`src/mgmt_regs.svh`:
```
`ifndef MGMT_REGS_SVH
`define MGMT_REGS_SVH
// ==========================================================================
// Register offsets and field positions.
`define OFS_STATUS 8'h02
`define OFS_LOS 8'h03
`define OFS_FAULT 8'h04
`define OFS_LOL 8'h05
`define OFS_POWER 8'h5D
`define OFS_CDR 8'h62
`define OFS_MASK_LOS 8'h64
`define OFS_MASK_FAULT 8'h65
`define OFS_MASK_LOL 8'h66
`define OFS_PAGE 8'h7F
`define OFS_EQ 8'hEA
`define OFS_EMPH 8'hEC
`define OFS_AMP 8'hEE
`define UPPER_PAGE 8'h03
`define BIT_NOT_READY 0
`define BIT_PDOWN 1
// ==========================================================================
// Reset values and code limits.
`define RST_BYTE 8'h00
`define RST_CODE 16'h0000
`define SYNC_RST 21'h1B0000
`define CODE_MAX_EQ 4'hA
`define CODE_MAX_EMPH 4'h7
`define CODE_MAX_AMP 4'h3
`define DEV_ADDR 7'h50
// ==========================================================================
// Timing.
`define CLK_HZ 10000000
`define CLK_PERIOD_NS 100
`define T_INIT_MS 2000
`define T_RESET_INIT_NS 2000
`define T_RESET_PULSE_NS 500
`define RESET_PULSE_CYC ((`T_RESET_PULSE_NS + `CLK_PERIOD_NS - 1) / `CLK_PERIOD_NS)
`define RESET_INIT_CYC (`T_RESET_INIT_NS / `CLK_PERIOD_NS)
`define INIT_CYC (`T_INIT_MS * (`CLK_HZ / 1000))
`endif

```
`src/mgmt_pkg.sv`:
```
package mgmt_pkg;
  typedef enum logic [3:0] {
    TW_IDLE = 4'h0,
    TW_DEV = 4'h1,
    TW_DEV_ACK = 4'h2,
    TW_ADDR = 4'h3,
    TW_ADDR_ACK = 4'h4,
    TW_WR = 4'h5,
    TW_WR_ACK = 4'h6,
    TW_RD = 4'h7,
    TW_RD_ACK = 4'h8
  } tw_state_t;
endpackage

```
`src/two_wire_target.sv`:
```
`timescale 1ns/1ps
`default_nettype none
module two_wire_target #(
  parameter logic [6:0] DEV_ADDR = 7'h50
) (
  // Clock and reset.
  input wire logic clk_sys,
  input wire logic rst,
  // Bus lines, already synchronised.
  input wire logic enable,
  input wire logic scl_s,
  input wire logic sda_s,
  output logic sda_oe,
  // Register access.
  output logic [7:0] reg_addr,
  output logic wr_stb,
  output logic [7:0] wr_data,
  output logic rd_stb,
  input wire logic [7:0] rd_data
);
  mgmt_pkg::tw_state_t state_ff;
  logic scl_q_ff;
  logic sda_q_ff;
  logic [7:0] shift_ff;
  logic [3:0] cnt_ff;
  logic is_read_ff;
  logic nack_ff;
  logic scl_rise;
  logic scl_fall;
  logic start_det;
  logic stop_det;
  logic full;

  assign scl_rise = scl_s & ~scl_q_ff;
  assign scl_fall = ~scl_s & scl_q_ff;
  assign start_det = scl_s & scl_q_ff & sda_q_ff & ~sda_s;
  assign stop_det = scl_s & scl_q_ff & ~sda_q_ff & sda_s;
  assign full = (cnt_ff == 4'h8);

  always_ff @(posedge clk_sys) begin
    scl_q_ff <= rst ? 1'b1 : scl_s;
    sda_q_ff <= rst ? 1'b1 : sda_s;
    wr_stb <= 1'b0;
    rd_stb <= 1'b0;
    if (rst) begin
      state_ff <= mgmt_pkg::TW_IDLE;
      sda_oe <= 1'b0;
      shift_ff <= 8'h00;
      cnt_ff <= 4'h0;
      is_read_ff <= 1'b0;
      nack_ff <= 1'b0;
      reg_addr <= 8'h00;
      wr_data <= 8'h00;
    end else if (!enable || stop_det) begin
      state_ff <= mgmt_pkg::TW_IDLE;
      sda_oe <= 1'b0;
    end else if (start_det) begin
      state_ff <= mgmt_pkg::TW_DEV;
      sda_oe <= 1'b0;
      cnt_ff <= 4'h0;
    end else if (scl_rise) begin
      cnt_ff <= cnt_ff + 4'h1;
      if (state_ff == mgmt_pkg::TW_RD_ACK) begin
        nack_ff <= sda_s;
      end else if (state_ff != mgmt_pkg::TW_RD) begin
        shift_ff <= {shift_ff[6:0], sda_s};
      end
    end else if (scl_fall) begin
      unique case (state_ff)
        mgmt_pkg::TW_DEV: begin
          if (full) begin
            cnt_ff <= 4'h0;
            is_read_ff <= shift_ff[0];
            sda_oe <= (shift_ff[7:1] == DEV_ADDR);
            state_ff <= (shift_ff[7:1] == DEV_ADDR) ? mgmt_pkg::TW_DEV_ACK : mgmt_pkg::TW_IDLE;
          end
        end
        mgmt_pkg::TW_DEV_ACK, mgmt_pkg::TW_RD_ACK: begin
          cnt_ff <= 4'h0;
          if (state_ff == mgmt_pkg::TW_RD_ACK && nack_ff) begin
            state_ff <= mgmt_pkg::TW_IDLE;
            sda_oe <= 1'b0;
          end else if (is_read_ff) begin
            state_ff <= mgmt_pkg::TW_RD;
            shift_ff <= rd_data;
            rd_stb <= 1'b1;
            sda_oe <= ~rd_data[7];
          end else begin
            state_ff <= mgmt_pkg::TW_ADDR;
            sda_oe <= 1'b0;
          end
        end
        mgmt_pkg::TW_ADDR, mgmt_pkg::TW_WR: begin
          if (full) begin
            cnt_ff <= 4'h0;
            sda_oe <= 1'b1;
            if (state_ff == mgmt_pkg::TW_ADDR) begin
              reg_addr <= shift_ff;
              state_ff <= mgmt_pkg::TW_ADDR_ACK;
            end else begin
              wr_data <= shift_ff;
              wr_stb <= 1'b1;
              state_ff <= mgmt_pkg::TW_WR_ACK;
            end
          end
        end
        mgmt_pkg::TW_ADDR_ACK, mgmt_pkg::TW_WR_ACK: begin
          cnt_ff <= 4'h0;
          sda_oe <= 1'b0;
          state_ff <= mgmt_pkg::TW_WR;
          if (state_ff == mgmt_pkg::TW_WR_ACK) begin
            reg_addr <= reg_addr + 8'h01;
          end
        end
        mgmt_pkg::TW_RD: begin
          if (full) begin
            cnt_ff <= 4'h0;
            sda_oe <= 1'b0;
            reg_addr <= reg_addr + 8'h01;
            state_ff <= mgmt_pkg::TW_RD_ACK;
          end else begin
            shift_ff <= {shift_ff[6:0], 1'b0};
            sda_oe <= ~shift_ff[6];
          end
        end
        mgmt_pkg::TW_IDLE: begin
          sda_oe <= 1'b0;
        end
        default: begin
          state_ff <= mgmt_pkg::TW_IDLE;
          sda_oe <= 1'b0;
        end
      endcase
    end
  end
endmodule
`default_nettype wire

```
`src/transceiver_mgmt_ctrl_status.sv`:
```
`timescale 1ns/1ps
`default_nettype none
`include "mgmt_regs.svh"
// Notes on behaviour
// - Latched transmit loss-of-lock for lanes 4..1 sit in bits 7..4 of byte 5.
// - Latched receive loss-of-lock for lanes 4..1 sit in bits 3..0 of byte 5.
// - Byte 98 bits 7..4 turn transmit retimers of lanes 4..1 on when 1.
// - Byte 98 bits 3..0 turn receive retimers of lanes 4..1 on when 1.
// - Amplitude codes 0 to 3 pick the four swing ranges; higher codes are reserved.
// - Equalization code gives boost in dB, 0 to 10; higher codes reserved.
// - Emphasis code gives dB, 0 to 7; codes with top bit set reserved.
// - After any reset the module becomes fully functional within 2000 ms.
// - A reset pin low past the minimum pulse starts reset within 2 us.
// - Within 2000 ms the not-ready bit clears and the interrupt asserts.
// - Low-power request lowers power within 100 us.
// - Interrupt pin goes low within 200 ms of any interrupt condition.
// - Interrupt pin releases within 500 us after its flag is read clear.
// - Receive loss of signal sets its flag and interrupt within 100 ms.
// - Transmit fault sets its flag and interrupt within 200 ms.
// - Any other flag condition sets its flag and interrupt within 200 ms.
// - A set mask blocks its source within 100 ms; clearing resumes it.
// - Bus answers within 100 us of select low and stops after release.
// - Power-down bit lowers power within 100 ms; clearing restores within 300 ms.
// - Full function is shown by the interrupt once not-ready has cleared.
module transceiver_mgmt_ctrl_status #(
  parameter logic [31:0] INIT_CYCLES = `INIT_CYC,
  parameter int unsigned LANES = 4
) (
  // Clock and reset.
  input wire logic clk_sys,
  input wire logic rst,
  // Module pins.
  input wire logic reset_in_n,
  input wire logic module_select_n,
  input wire logic low_power_request,
  input wire logic scl_in,
  input wire logic sda_in,
  output logic sda_out,
  output logic sda_oe,
  output logic irq_out_n,
  // Lane status.
  input wire logic [LANES-1:0] tx_lock_lost,
  input wire logic [LANES-1:0] rx_lock_lost,
  input wire logic [LANES-1:0] rx_signal_lost,
  input wire logic [LANES-1:0] tx_fault,
  // Lane controls.
  output logic [LANES-1:0] tx_retimer_on,
  output logic [LANES-1:0] rx_retimer_on,
  output logic [15:0] tx_eq_code,
  output logic [15:0] rx_emph_code,
  output logic [15:0] rx_amp_code,
  // Module state.
  output logic low_power_active,
  output logic core_reset,
  output logic data_not_ready
);
  // ==========================================================================
  // Pin synchronisers.
  logic [20:0] sync1_ff;
  logic [20:0] sync2_ff;
  logic rst_n_s;
  logic sel_n_s;
  logic lp_s;
  logic [3:0] tx_lol_s;
  logic [3:0] rx_lol_s;
  logic [3:0] rx_los_s;
  logic [3:0] tx_fault_s;

  always_ff @(posedge clk_sys) begin
    sync1_ff <= rst ? `SYNC_RST : {reset_in_n, module_select_n, low_power_request, scl_in, sda_in,
                                   tx_lock_lost, rx_lock_lost, rx_signal_lost, tx_fault};
    sync2_ff <= rst ? `SYNC_RST : sync1_ff;
  end

  assign rst_n_s = sync2_ff[20];
  assign sel_n_s = sync2_ff[19];
  assign lp_s = sync2_ff[18];
  assign tx_lol_s = sync2_ff[15:12];
  assign rx_lol_s = sync2_ff[11:8];
  assign rx_los_s = sync2_ff[7:4];
  assign tx_fault_s = sync2_ff[3:0];

  // ==========================================================================
  // Reset pin filter and initialization timer.
  logic [4:0] low_cnt_ff;
  logic [31:0] init_cnt_ff;
  logic clr_all;
  logic init_done;

  assign clr_all = rst | core_reset;
  assign init_done = (init_cnt_ff == 32'h00000001) & ~clr_all;

  always_ff @(posedge clk_sys) begin
    if (rst || rst_n_s) begin
      low_cnt_ff <= 5'h00;
    end else if (low_cnt_ff != 5'(`RESET_PULSE_CYC)) begin
      low_cnt_ff <= low_cnt_ff + 5'h01;
    end
  end

  always_ff @(posedge clk_sys) begin
    core_reset <= ~rst & ~rst_n_s & (low_cnt_ff >= 5'(`RESET_PULSE_CYC - 1));
  end

  always_ff @(posedge clk_sys) begin
    if (clr_all) begin
      init_cnt_ff <= INIT_CYCLES;
      data_not_ready <= 1'b1;
    end else begin
      init_cnt_ff <= (init_cnt_ff != 32'h00000000) ? init_cnt_ff - 32'h00000001 : init_cnt_ff;
      data_not_ready <= data_not_ready & ~init_done;
    end
  end

  // ==========================================================================
  // Two-wire access.
  logic [7:0] reg_addr;
  logic wr_stb;
  logic [7:0] wr_data;
  logic rd_stb;
  logic [7:0] rd_mux;
  logic [7:0] rd_snap_ff;
  logic [7:0] page_ff;

  function automatic logic reg_hit(input logic [7:0] addr, input logic [7:0] ofs, input logic [7:0] page);
    reg_hit = (addr == ofs) && (!ofs[7] || page == `UPPER_PAGE);
  endfunction

  two_wire_target #(
    .DEV_ADDR(`DEV_ADDR)
  ) u_target (
    .clk_sys(clk_sys),
    .rst(rst),
    .enable(~sel_n_s),
    .scl_s(sync2_ff[17]),
    .sda_s(sync2_ff[16]),
    .sda_oe(sda_oe),
    .reg_addr(reg_addr),
    .wr_stb(wr_stb),
    .wr_data(wr_data),
    .rd_stb(rd_stb),
    .rd_data(rd_mux)
  );

  assign sda_out = 1'b0;

  // ==========================================================================
  // Control registers.
  logic [7:0] cdr_ff;
  logic [7:0] power_ff;
  logic [7:0] mask_los_ff;
  logic [7:0] mask_fault_ff;
  logic [7:0] mask_lol_ff;
  logic [15:0] eq_ff;
  logic [15:0] emph_ff;
  logic [15:0] amp_ff;
  wire [15:0] nxt_eq;
  wire [15:0] nxt_emph;
  wire [15:0] nxt_amp;
  logic wr_cdr;
  logic wr_power;
  logic wr_page;
  logic wr_mlos;
  logic wr_mfault;
  logic wr_mlol;

  assign wr_cdr = wr_stb & reg_hit(reg_addr, `OFS_CDR, page_ff);
  assign wr_power = wr_stb & reg_hit(reg_addr, `OFS_POWER, page_ff);
  assign wr_page = wr_stb & reg_hit(reg_addr, `OFS_PAGE, page_ff);
  assign wr_mlos = wr_stb & reg_hit(reg_addr, `OFS_MASK_LOS, page_ff);
  assign wr_mfault = wr_stb & reg_hit(reg_addr, `OFS_MASK_FAULT, page_ff);
  assign wr_mlol = wr_stb & reg_hit(reg_addr, `OFS_MASK_LOL, page_ff);

  always_ff @(posedge clk_sys) begin
    cdr_ff <= clr_all ? `RST_BYTE : (wr_cdr ? wr_data : cdr_ff);
    power_ff <= clr_all ? `RST_BYTE : (wr_power ? wr_data : power_ff);
    page_ff <= clr_all ? `RST_BYTE : (wr_page ? wr_data : page_ff);
    mask_los_ff <= clr_all ? `RST_BYTE : (wr_mlos ? wr_data : mask_los_ff);
    mask_fault_ff <= clr_all ? `RST_BYTE : (wr_mfault ? wr_data : mask_fault_ff);
    mask_lol_ff <= clr_all ? `RST_BYTE : (wr_mlol ? wr_data : mask_lol_ff);
    eq_ff <= clr_all ? `RST_CODE : nxt_eq;
    emph_ff <= clr_all ? `RST_CODE : nxt_emph;
    amp_ff <= clr_all ? `RST_CODE : nxt_amp;
  end

  // Each lane owns one nibble; a reserved code leaves the nibble unchanged.
  for (genvar k = 0; k < 4; k++) begin : g_lane
    localparam logic [7:0] BYTE_SEL = 8'(k / 2);
    wire [3:0] wnib = (k % 2 == 0) ? wr_data[7:4] : wr_data[3:0];
    wire hit_eq = wr_stb & reg_hit(reg_addr, `OFS_EQ + BYTE_SEL, page_ff);
    wire hit_emph = wr_stb & reg_hit(reg_addr, `OFS_EMPH + BYTE_SEL, page_ff);
    wire hit_amp = wr_stb & reg_hit(reg_addr, `OFS_AMP + BYTE_SEL, page_ff);
    assign nxt_eq[15-4*k -: 4] = (hit_eq && wnib <= `CODE_MAX_EQ) ? wnib : eq_ff[15-4*k -: 4];
    assign nxt_emph[15-4*k -: 4] = (hit_emph && wnib <= `CODE_MAX_EMPH) ? wnib : emph_ff[15-4*k -: 4];
    assign nxt_amp[15-4*k -: 4] = (hit_amp && wnib <= `CODE_MAX_AMP) ? wnib : amp_ff[15-4*k -: 4];
  end

  assign tx_retimer_on = cdr_ff[7:4];
  assign rx_retimer_on = cdr_ff[3:0];
  assign tx_eq_code = eq_ff;
  assign rx_emph_code = emph_ff;
  assign rx_amp_code = amp_ff;

  always_ff @(posedge clk_sys) begin
    low_power_active <= ~clr_all & (lp_s | power_ff[`BIT_PDOWN]);
  end

  // ==========================================================================
  // Latched flags, cleared by reading them.
  logic [7:0] lol_ff;
  logic [3:0] los_ff;
  logic [3:0] fault_ff;
  logic ready_flag_ff;
  logic rd_lol;
  logic rd_los;
  logic rd_fault;
  logic rd_status;
  logic irq_cond;

  assign rd_lol = rd_stb & reg_hit(reg_addr, `OFS_LOL, page_ff);
  assign rd_los = rd_stb & reg_hit(reg_addr, `OFS_LOS, page_ff);
  assign rd_fault = rd_stb & reg_hit(reg_addr, `OFS_FAULT, page_ff);
  assign rd_status = rd_stb & reg_hit(reg_addr, `OFS_STATUS, page_ff);

  always_ff @(posedge clk_sys) begin
    rd_snap_ff <= rst ? 8'h00 : rd_mux;
    lol_ff <= clr_all ? 8'h00 : ((lol_ff & ~(rd_lol ? rd_snap_ff : 8'h00)) | {tx_lol_s, rx_lol_s});
    los_ff <= clr_all ? 4'h0 : ((los_ff & ~(rd_los ? rd_snap_ff[3:0] : 4'h0)) | rx_los_s);
    fault_ff <= clr_all ? 4'h0 : ((fault_ff & ~(rd_fault ? rd_snap_ff[3:0] : 4'h0)) | tx_fault_s);
    ready_flag_ff <= clr_all ? 1'b0 : ((ready_flag_ff & ~rd_status) | init_done);
  end

  assign irq_cond = (|(lol_ff & ~mask_lol_ff)) | (|(los_ff & ~mask_los_ff[3:0])) |
                    (|(fault_ff & ~mask_fault_ff[3:0])) | ready_flag_ff;

  always_ff @(posedge clk_sys) begin
    irq_out_n <= rst ? 1'b1 : ~irq_cond;
  end

  // ==========================================================================
  // Read selection.
  assign rd_mux = reg_hit(reg_addr, `OFS_STATUS, page_ff) ? {7'h00, data_not_ready} :
                  reg_hit(reg_addr, `OFS_LOS, page_ff) ? {4'h0, los_ff} :
                  reg_hit(reg_addr, `OFS_FAULT, page_ff) ? {4'h0, fault_ff} :
                  reg_hit(reg_addr, `OFS_LOL, page_ff) ? lol_ff :
                  reg_hit(reg_addr, `OFS_POWER, page_ff) ? power_ff :
                  reg_hit(reg_addr, `OFS_CDR, page_ff) ? cdr_ff :
                  reg_hit(reg_addr, `OFS_MASK_LOS, page_ff) ? mask_los_ff :
                  reg_hit(reg_addr, `OFS_MASK_FAULT, page_ff) ? mask_fault_ff :
                  reg_hit(reg_addr, `OFS_MASK_LOL, page_ff) ? mask_lol_ff :
                  reg_hit(reg_addr, `OFS_PAGE, page_ff) ? page_ff :
                  reg_hit(reg_addr, `OFS_EQ, page_ff) ? eq_ff[15:8] :
                  reg_hit(reg_addr, `OFS_EQ + 8'h01, page_ff) ? eq_ff[7:0] :
                  reg_hit(reg_addr, `OFS_EMPH, page_ff) ? emph_ff[15:8] :
                  reg_hit(reg_addr, `OFS_EMPH + 8'h01, page_ff) ? emph_ff[7:0] :
                  reg_hit(reg_addr, `OFS_AMP, page_ff) ? amp_ff[15:8] :
                  reg_hit(reg_addr, `OFS_AMP + 8'h01, page_ff) ? amp_ff[7:0] : 8'h00;
endmodule
`default_nettype wire

```
`config.mk`:
```
export PLATFORM = sky130hd
export DESIGN_NAME = transceiver_mgmt_ctrl_status
export DESIGN_NICKNAME = d
export VERILOG_FILES = /design/src/mgmt_pkg.sv /design/src/two_wire_target.sv /design/src/transceiver_mgmt_ctrl_status.sv
export VERILOG_INCLUDE_DIRS = /design/src /design/src/src
export SDC_FILE = /design/constraint.sdc
export NUM_CORES = 1
export LEC_CHECK = 0
export CORE_MARGIN = 3
export CORE_UTILIZATION = 35
export DETAILED_ROUTE_END_ITERATION = 7
export DONT_BUFFER_PORTS = 1
export HOLD_SLACK_MARGIN = 0.02
export MAX_ROUTING_LAYER = met4
export SETUP_SLACK_MARGIN = 0.3
export SLEW_MARGIN = 20
export SYNTH_ARGS = -nofsm -noshare
export SYNTH_HDL_FRONTEND = slang
export SYNTH_HIERARCHICAL = 1
export SYNTH_SLANG_ARGS = --single-unit
```
`constraint.sdc`:
```
create_clock -name clk_sys -period 2.8 [get_ports clk_sys]
set_input_delay 0.42 -clock clk_sys [delete_from_list [all_inputs] [get_ports clk_sys]]
set_output_delay 0.42 -clock clk_sys [all_outputs]
set_load 0.05 [all_outputs]
```
Word level (Yosys, flattened, before mapping)
Cells that the tools add are included.
{"block": "totals", "output_inout_bits": 62, "elab_cells": 278, "latchBits": 0, "reg_bits": 243, "mem_bits_ro": 0, "mem_count": 0, "inputBits": 23, "ramBits": 0}
{"block": "op_classes", "div": 0, "n_mux": 56, "addsub": 4, "n_reduce_logical": 50, "magnitude_cmp": 7, "shifts": 0, "eq_ne": 46, "n_bitwise": 71, "n_mul": 0}
{"cell": "$mux W8", "n": 28}
{"cell": "$eq A8 B7 Y1 const B", "n": 6}
{"cell": "$eq A8 B8 Y1 const B", "n": 6}
{"cell": "$mux W4", "n": 10}
{"cell": "$eq A32 B1 Y1 const B", "n": 1}
{"cell": "$reduce_bool A32 Y1", "n": 1}
{"cell": "$sub A32 B1 Y32 const B", "n": 1}
{"cell": "$and A1 B1 Y1", "n": 29}
{"cell": "$eq A8 B2 Y1 const B", "n": 3}
{"cell": "$pmux W4 S6", "n": 1}
{"cell": "$pmux W8 S3", "n": 1}
{"cell": "$not A1 Y1", "n": 21}
{"cell": "$logic_and A1 B1 Y1", "n": 19}
{"cell": "$reduce_and A6 Y1", "n": 3}
{"cell": "$reduce_and A9 Y1", "n": 2}
{"cell": "$and A4 B4 Y4", "n": 4}
{"cell": "$and A8 B8 Y8", "n": 2}
{"cell": "$eq A4 B3 Y1 const B", "n": 4}
{"cell": "$eq A8 B3 Y1 const B", "n": 2}
{"cell": "$not A4 Y4", "n": 4}
{"cell": "$not A8 Y8", "n": 2}
{"cell": "$pmux W8 S2", "n": 1}
{"cell": "$reduce_or A4 Y1", "n": 4}
{"cell": "$reduce_or A7 Y1", "n": 2}
{"cell": "36 further kinds", "n": 77}

Logic depth before layout (Yosys ltp)
{"block": "logic_depth", "ltp_word": 23, "ltp_mapped": 12, "depth_no_buf": 9}

Cells and area by module
The synthesis kept the hierarchy.
{"mod": "transceiver_mgmt_ctrl_status", "instances": 1, "area_per_inst_um2": 8997.4, "seq_area_each_um2": 4083.9, "cells_each": 1099}
{"mod": "two_wire_target", "instances": 1, "area_per_inst_um2": 2501.1, "seq_area_each_um2": 780.7, "cells_each": 292}

Worst setup path before layout
OpenSTA, ideal clock, no wires.
{"block": "synth_timing", "path_type": "flip-flop to flip-flop", "startpoint": "register u_target.reg_addr[5]", "endpoint": "register u_target.shift_ff[1]", "setup_ns": 0.072, "period_less_slack_ns": 2.586, "path_slack_ns": 0.214, "required_ns": 2.728, "stages_incl_launch_ff": 10, "arrival_ns": 2.514, "path_buffers": 1, "cell_sequence": "dfxtp_1 -> clkbuf_1 -> nand4b_1 -> nor4_4 -> a22oi_1 -> or4_1 -> nand2_1 -> nand3_1 -> a21o_1 -> mux2i_1"}
{"block": "synth_via", "elab_chain_len": 23, "elab_cells_between_ends": 43, "classes_between": "eq/ne: 16; mux: 21; reduce/logical: 6"}
{"element": "from (decl)", "line": "two_wire_target.sv:15", "text": "output logic [7:0] reg_addr,"}
{"element": "from (signal assigned)", "line": "two_wire_target.sv:98", "text": "reg_addr <= shift_ff;"}
{"element": "from (signal assigned)", "line": "two_wire_target.sv:112", "text": "reg_addr <= reg_addr + 8'h01;"}
{"element": "from (signal assigned)", "line": "two_wire_target.sv:119", "text": "reg_addr <= reg_addr + 8'h01;"}
{"element": "$eq A8 B8 Y1", "line": "transceiver_mgmt_ctrl_status.sv:126", "text": "reg_hit = (addr == ofs) && (!ofs[7] || page == `UPPER_PAGE);"}
{"element": "$logic_and A1 B1 Y1", "line": "transceiver_mgmt_ctrl_status.sv:126"}
{"element": "$mux W8", "line": "transceiver_mgmt_ctrl_status.sv:257", "text": "reg_hit(reg_addr, `OFS_AMP + 8'h01, page_ff) ? amp_ff[7:0] : 8'h00;"}
{"element": "$mux W8", "line": "transceiver_mgmt_ctrl_status.sv:256", "text": "reg_hit(reg_addr, `OFS_AMP, page_ff) ? amp_ff[15:8] :"}
{"element": "$mux W8", "line": "transceiver_mgmt_ctrl_status.sv:255", "text": "reg_hit(reg_addr, `OFS_EMPH + 8'h01, page_ff) ? emph_ff[7:0] :"}
{"element": "$mux W8", "line": "transceiver_mgmt_ctrl_status.sv:254", "text": "reg_hit(reg_addr, `OFS_EMPH, page_ff) ? emph_ff[15:8] :"}
{"element": "$mux W8", "line": "transceiver_mgmt_ctrl_status.sv:253", "text": "reg_hit(reg_addr, `OFS_EQ + 8'h01, page_ff) ? eq_ff[7:0] :"}
{"element": "$mux W8", "line": "transceiver_mgmt_ctrl_status.sv:252", "text": "reg_hit(reg_addr, `OFS_EQ, page_ff) ? eq_ff[15:8] :"}
{"element": "[8 not listed]"}
{"element": "$mux W8", "line": "transceiver_mgmt_ctrl_status.sv:243", "text": "reg_hit(reg_addr, `OFS_LOS, page_ff) ? {4'h0, los_ff} :"}
{"element": "$mux W8 (*)", "line": "transceiver_mgmt_ctrl_status.sv:242", "text": "assign rd_mux = reg_hit(reg_addr, `OFS_STATUS, page_ff) ? {7'h00, data_not_ready} :"}
{"element": "net rd_mux[1]", "line": "transceiver_mgmt_ctrl_status.sv:121", "text": "logic [7:0] rd_mux;"}
{"element": "$mux W8 (*)", "line": "two_wire_target.sv:83", "text": "end else if (is_read_ff) begin"}
{"element": "$mux W8 (*)", "line": "two_wire_target.sv:80", "text": "if (state_ff == mgmt_pkg::TW_RD_ACK && nack_ff) begin"}
{"element": "$pmux W8 S2 (*)", "line": "two_wire_target.sv:69", "text": "unique case (state_ff)"}
{"element": "$mux W8 (*)", "line": "two_wire_target.sv:68", "text": "end else if (scl_fall) begin"}
{"element": "$mux W8 (*)", "line": "two_wire_target.sv:61", "text": "end else if (scl_rise) begin"}
{"element": "to (signal assigned)", "line": "two_wire_target.sv:66", "text": "shift_ff <= {shift_ff[6:0], sda_s};"}
{"element": "to (signal assigned)", "line": "two_wire_target.sv:85", "text": "shift_ff <= rd_data;"}
{"element": "to (signal assigned)", "line": "two_wire_target.sv:122", "text": "shift_ff <= {shift_ff[6:0], 1'b0};"}
{"element": "to (decl)", "line": "two_wire_target.sv:24", "text": "logic [7:0] shift_ff;"}
The timed path passes the listed nets; every way through them passes the cells marked *. The select of a mux whose other input is x is not followed.
A chain may end at the register's enable or synchronous reset.

Worst setup path after layout
{"block": "layout_timing", "startpoint": "register page_ff[3]", "endpoint": "register u_target.shift_ff[5]"}
{"block": "layout_via", "elab_chain_len": 23, "elab_cells_between_ends": 28, "classes_between": "eq/ne: 1; mux: 21; reduce/logical: 6"}
{"element": "from (decl)", "line": "transceiver_mgmt_ctrl_status.sv:123", "text": "logic [7:0] page_ff;"}
{"element": "from (signal assigned)", "line": "transceiver_mgmt_ctrl_status.sv:177", "text": "page_ff <= clr_all ? `RST_BYTE : (wr_page ? wr_data : page_ff);"}
{"element": "$eq A8 B2 Y1 (no line) (*)"}
{"element": "$logic_and A1 B1 Y1", "line": "transceiver_mgmt_ctrl_status.sv:126"}
{"element": "$mux W8", "line": "transceiver_mgmt_ctrl_status.sv:257"}
{"element": "$mux W8", "line": "transceiver_mgmt_ctrl_status.sv:256"}
{"element": "$mux W8", "line": "transceiver_mgmt_ctrl_status.sv:255"}
{"element": "$mux W8", "line": "transceiver_mgmt_ctrl_status.sv:254"}
{"element": "$mux W8", "line": "transceiver_mgmt_ctrl_status.sv:253"}
{"element": "$mux W8 (*)", "line": "transceiver_mgmt_ctrl_status.sv:252"}
{"element": "[8 not listed]"}
{"element": "$mux W8 (*)", "line": "transceiver_mgmt_ctrl_status.sv:243"}
{"element": "$mux W8 (*)", "line": "transceiver_mgmt_ctrl_status.sv:242"}
{"element": "net rd_mux[5]", "line": "transceiver_mgmt_ctrl_status.sv:121"}
{"element": "$mux W8 (*)", "line": "two_wire_target.sv:83"}
{"element": "$mux W8 (*)", "line": "two_wire_target.sv:80"}
{"element": "$pmux W8 S2 (*)", "line": "two_wire_target.sv:69"}
{"element": "$mux W8 (*)", "line": "two_wire_target.sv:68"}
{"element": "$mux W8 (*)", "line": "two_wire_target.sv:61"}
Marks and branches as above.

==> impl_metrics.sql <==
INSERT INTO impl_metrics (metric_group, metric, value, unit) VALUES
('run_status', 'run_status', 'finished, final reports clean', ''),
('placement', 'final_wtd_congestion', '1.01', ''),
('sta', 'final.hold.worst_slack', '0.0429', 'ns'),
('sta', 'timing.final.ws_setup', '0.281', 'ns'),
('routing', 'wire_per_inst', '19.8', 'um'),
('sta', 'max_clock_freq', '0.397', 'GHz'),
('min_path', 'hold_path_startpoint', 'tx_fault[0]', ''),
('sta', 'period_minus_slack', '2.52', 'ns'),
('worst_setup_path', 'crit_arrival', '2.98', 'ns'),
('floorplanning', 'core_area', '32000', 'um2'),
('worst_setup_path', 'rr_worst_depth', '9', ''),
('synthesis', 'yosysSeqAreaShare', '42.3', '%'),
('finish', 'stdcell_area', '14100', 'um2'),
('synthesis', 'post_synth_inst_count', '1391', ''),
('clocking', 'ctsLongestPathBuffers', '3', ''),
('power_and_ir_drop', 'p_per_cell_area', '528', 'nW/um2'),
('routing', 'drcViolationCount', '0', ''),
('worst_setup_path', 'crit_required', '3.26', 'ns'),
('min_path', 'min_path_type', 'in2reg', ''),
('synthesis', 'yosys-top-cells-area', 'dfxtp_1 (42%), nand2_1 (5.3%), a21oi_1 (5.2%)', ''),
('worst_setup_path', 'crit_path_max_fanout', '5', ''),
('synthesis', 'syn-cell-area', '11500', 'um2'),
('synthesis', 'syn-num-nets', '1425', ''),
('sta', 'worst_slew_pin_slew', '0.892', 'ns'),
('global_route', 'grt_max_degree', '63', ''),
('routing', 'post_drt_via_cell_ratio', '5.58', ''),
('floorplanning', 'top_level_ports', '85', ''),
('finish', 'num-nets-final', '1509', ''),
('clocking', 'worst_skew_pair.late_latency', '0.54', 'ns'),
('worst_setup_path', 'reg2reg_slack', '0.28', 'ns'),
('clocking', 'clock_tree_from_tritoncts', 'yes', ''),
('routing', 'num_vias', '10800', ''),
('synthesis', 'synth.avg_cell_area', '8.27', 'um2'),
('sta', 'timing.final.hold_violations', '0', ''),
('routing', 'drt_pre_antenna_iters', '5', ''),
('synthesis', 'synthDominantAreaCellType', 'dfxtp_1', ''),
('clocking', 'cts_bufs_inserted', '26', ''),
('global_route', 'global_route_wire_length_before_repair', '59300', 'um'),
('worst_setup_path', 'reg2reg_to', 'u_target/shift_ff[5]', ''),
('floorplanning', 'design.die.area', '35100', 'um2'),
('worst_setup_path', 'r2r-start', 'page_ff[3]', ''),
('worst_setup_path', 'worstSetupStartpointType', 'flop', ''),
('sta', 'setup_total_negative_slack', '0', 'ns'),
('power_and_ir_drop', 'cellLeakagePower', '5.06', 'nW'),
('sta', 'finalClockSkew', '0.0160', 'ns'),
('routing', 'ant_nets', '0', ''),
('flow_run', 'cap_violations', '0', ''),
('finish', 'area_overhead_vs_synth', '22.4', '%'),
('clocking', 'clk_pin_slew', '0.06', 'ns'),
('floorplanning', 'die_y', '187', 'um'),
('clocking', 'htree_levels', '1', ''),
('finish', 'final_cell_mix', 'dfxtp_1 (238), nand2_1 (161), a21oi_1 (119)', ''),
('finish', 'number_of_antenna_diodes', '0', ''),
('synthesis', 'synth_enable_flop_cells', '0', ''),
('synthesis', 'postSynth.asyncResetShare', '0', '%'),
('global_route', 'globalRouteOverflowTotal', '0', ''),
('synthesis', 'synth-main-ff-cell', 'dfxtp_1', ''),
('floorplanning', 'initial_core_util', '36.0', '%'),
('floorplanning', 'std_cell_rows', '65', ''),
('synthesis', 'netlist-cell-type-count', '93', ''),
('min_path', 'holdPathEnd', 'sync1_ff[0]', ''),
('global_route', 'first_global_vias', '10100', ''),
('sta', 'worst_slew_margin_relative_to_its_limit', '40.2', '%'),
('sta', 'grt_setup_unrepaired', 'true', ''),
('placement', 'placement.io_buffers', '0', ''),
('worst_setup_path', 'crit_path_end_kind', 'flop', ''),
('finish', 'final_core_utilization', '44.0', '%'),
('sta', 'number_of_pins_exceeding_their_max_slew_limit_in_the_final_report', '0', ''),
('synthesis', 'synthesis.yosys.warnings', '6', ''),
('placement', 'hpwl', '27100', 'um'),
('global_route', 'track_usage', '21.6', '%');
==> registers in the layout (all words and copies together), names as in the netlist, 5 cells and up <==
signal	count
mask_fault_ff	8
mask_los_ff	8
u_target/reg_addr	8
u_target/wr_data	8
rx_emph_code	16
lol_ff	8
sync2_ff	21
low_cnt_ff	5
sync1_ff	21
mask_lol_ff	8
u_target/shift_ff	8
rx_amp_code	16
power_ff	8
tx_eq_code	16
cdr_ff	8
rd_snap_ff	8
page_ff	8
init_cnt_ff	32
==> repair_timing <==
item,in CTS,in global routing
endpoints found under the setup margin,16,31
pin swaps,7,12
endpoints found under the hold margin,62,0
cloned,0,2
setup buffers,1,4
gates resized for setup,21,36
hold buffers,21,0
==> worst max path at each step <==
stage	end	start
floorplan	init_cnt_ff[4]	init_cnt_ff[7]
global placement	u_target/shift_ff[7]	page_ff[3]
detailed placement	u_target/shift_ff[7]	page_ff[3]
CTS	u_target/shift_ff[4]	page_ff[6]
global route	u_target/shift_ff[6]	page_ff[3]
finish	u_target/shift_ff[5]	page_ff[3]
==> power breakdown <==
part	total [mW]	switching (mW)	leakage [nW]	internal, mW
Clock	3.51	1.43	0.418	2.08
Sequential	3.59	0.0619	1.97	3.53
Combinational	0.323	0.183	2.67	0.140
Total	7.43	1.68	5.06	5.75
==> cell usage after synthesis (5+ instances only) <==
cell	n
a211oi_1	10
a21o_1	11
a21oi_1	120
a221oi_1	6
a22oi_1	12
a2bb2oi_1	5
a31oi_1	10
and2_1	9
and3_1	16
clkbuf_1	80
dfxtp_1	243
ha_1	11
inv_1	46
mux2i_1	43
nand2_1	161
nand2b_1	29
nand3_1	70
nand3b_1	8
nand4_1	23
nand4b_1	8
nor2_1	114
nor2b_1	48
nor3_1	27
nor4_1	18
o211ai_1	5
o21a_1	5
o21ai_0	61
o22ai_1	9
o31ai_1	5
o32ai_1	7
or2_2	13
or4_1	16
xnor2_1	10
xor2_1	15
==> per-layer routing <==
layer  track usage (%)  share of wire (%)
met5                 -                  0
met4              8.08                4.2
met3              3.34                7.2
met2              32.4                 44
met1              29.3                 45
==> worst max-delay path, stage by stage, from the launching register on <==
cell and delay, ns:
dfxtp_2 0.32, or4_4 0.58, or4_4 0.57, a211oi_1 0.19
a41oi_1 0.08, nor2_2 0.21, o21a_1 0.14, nand3_1 0.07
a21o_1 0.16, mux2i_1 0.11
==> stage by stage <==
step                total power, mW  instances
global route                   7.69       1928
global placement               3.94       1854
CTS                            7.50       1922
detailed placement             3.95       1854
finish                         7.43       1928
floorplan                      3.88       1391
==> cell families after synthesis <==
group                      count (synthesis)  share of synthesized area [%]
muxes                                     47                           4.13
AOI/OAI and AO/OA                        325                           18.2
xor gates and xnor gates                  25                           1.90
other                                      1                         0.0326
adders and majority gates                 11                           1.20
and+or+nand+nor                          598                           27.2
DFF                                      243                           42.3
buffers and inverters                    141                           5.01
==> layout make-up <==
class | count | area (um2)
clock buffer | 36 | 718
clock inverter | 10 | 155
fill | 3156 | 17900
inverter | 47 | 176
multi-input combinational | 1007 | 6300
sequential | 243 | 4870
tap | 435 | 544
timing repair buffer | 150 | 1300
No activity file was read; power rests on OpenSTA's default activity.
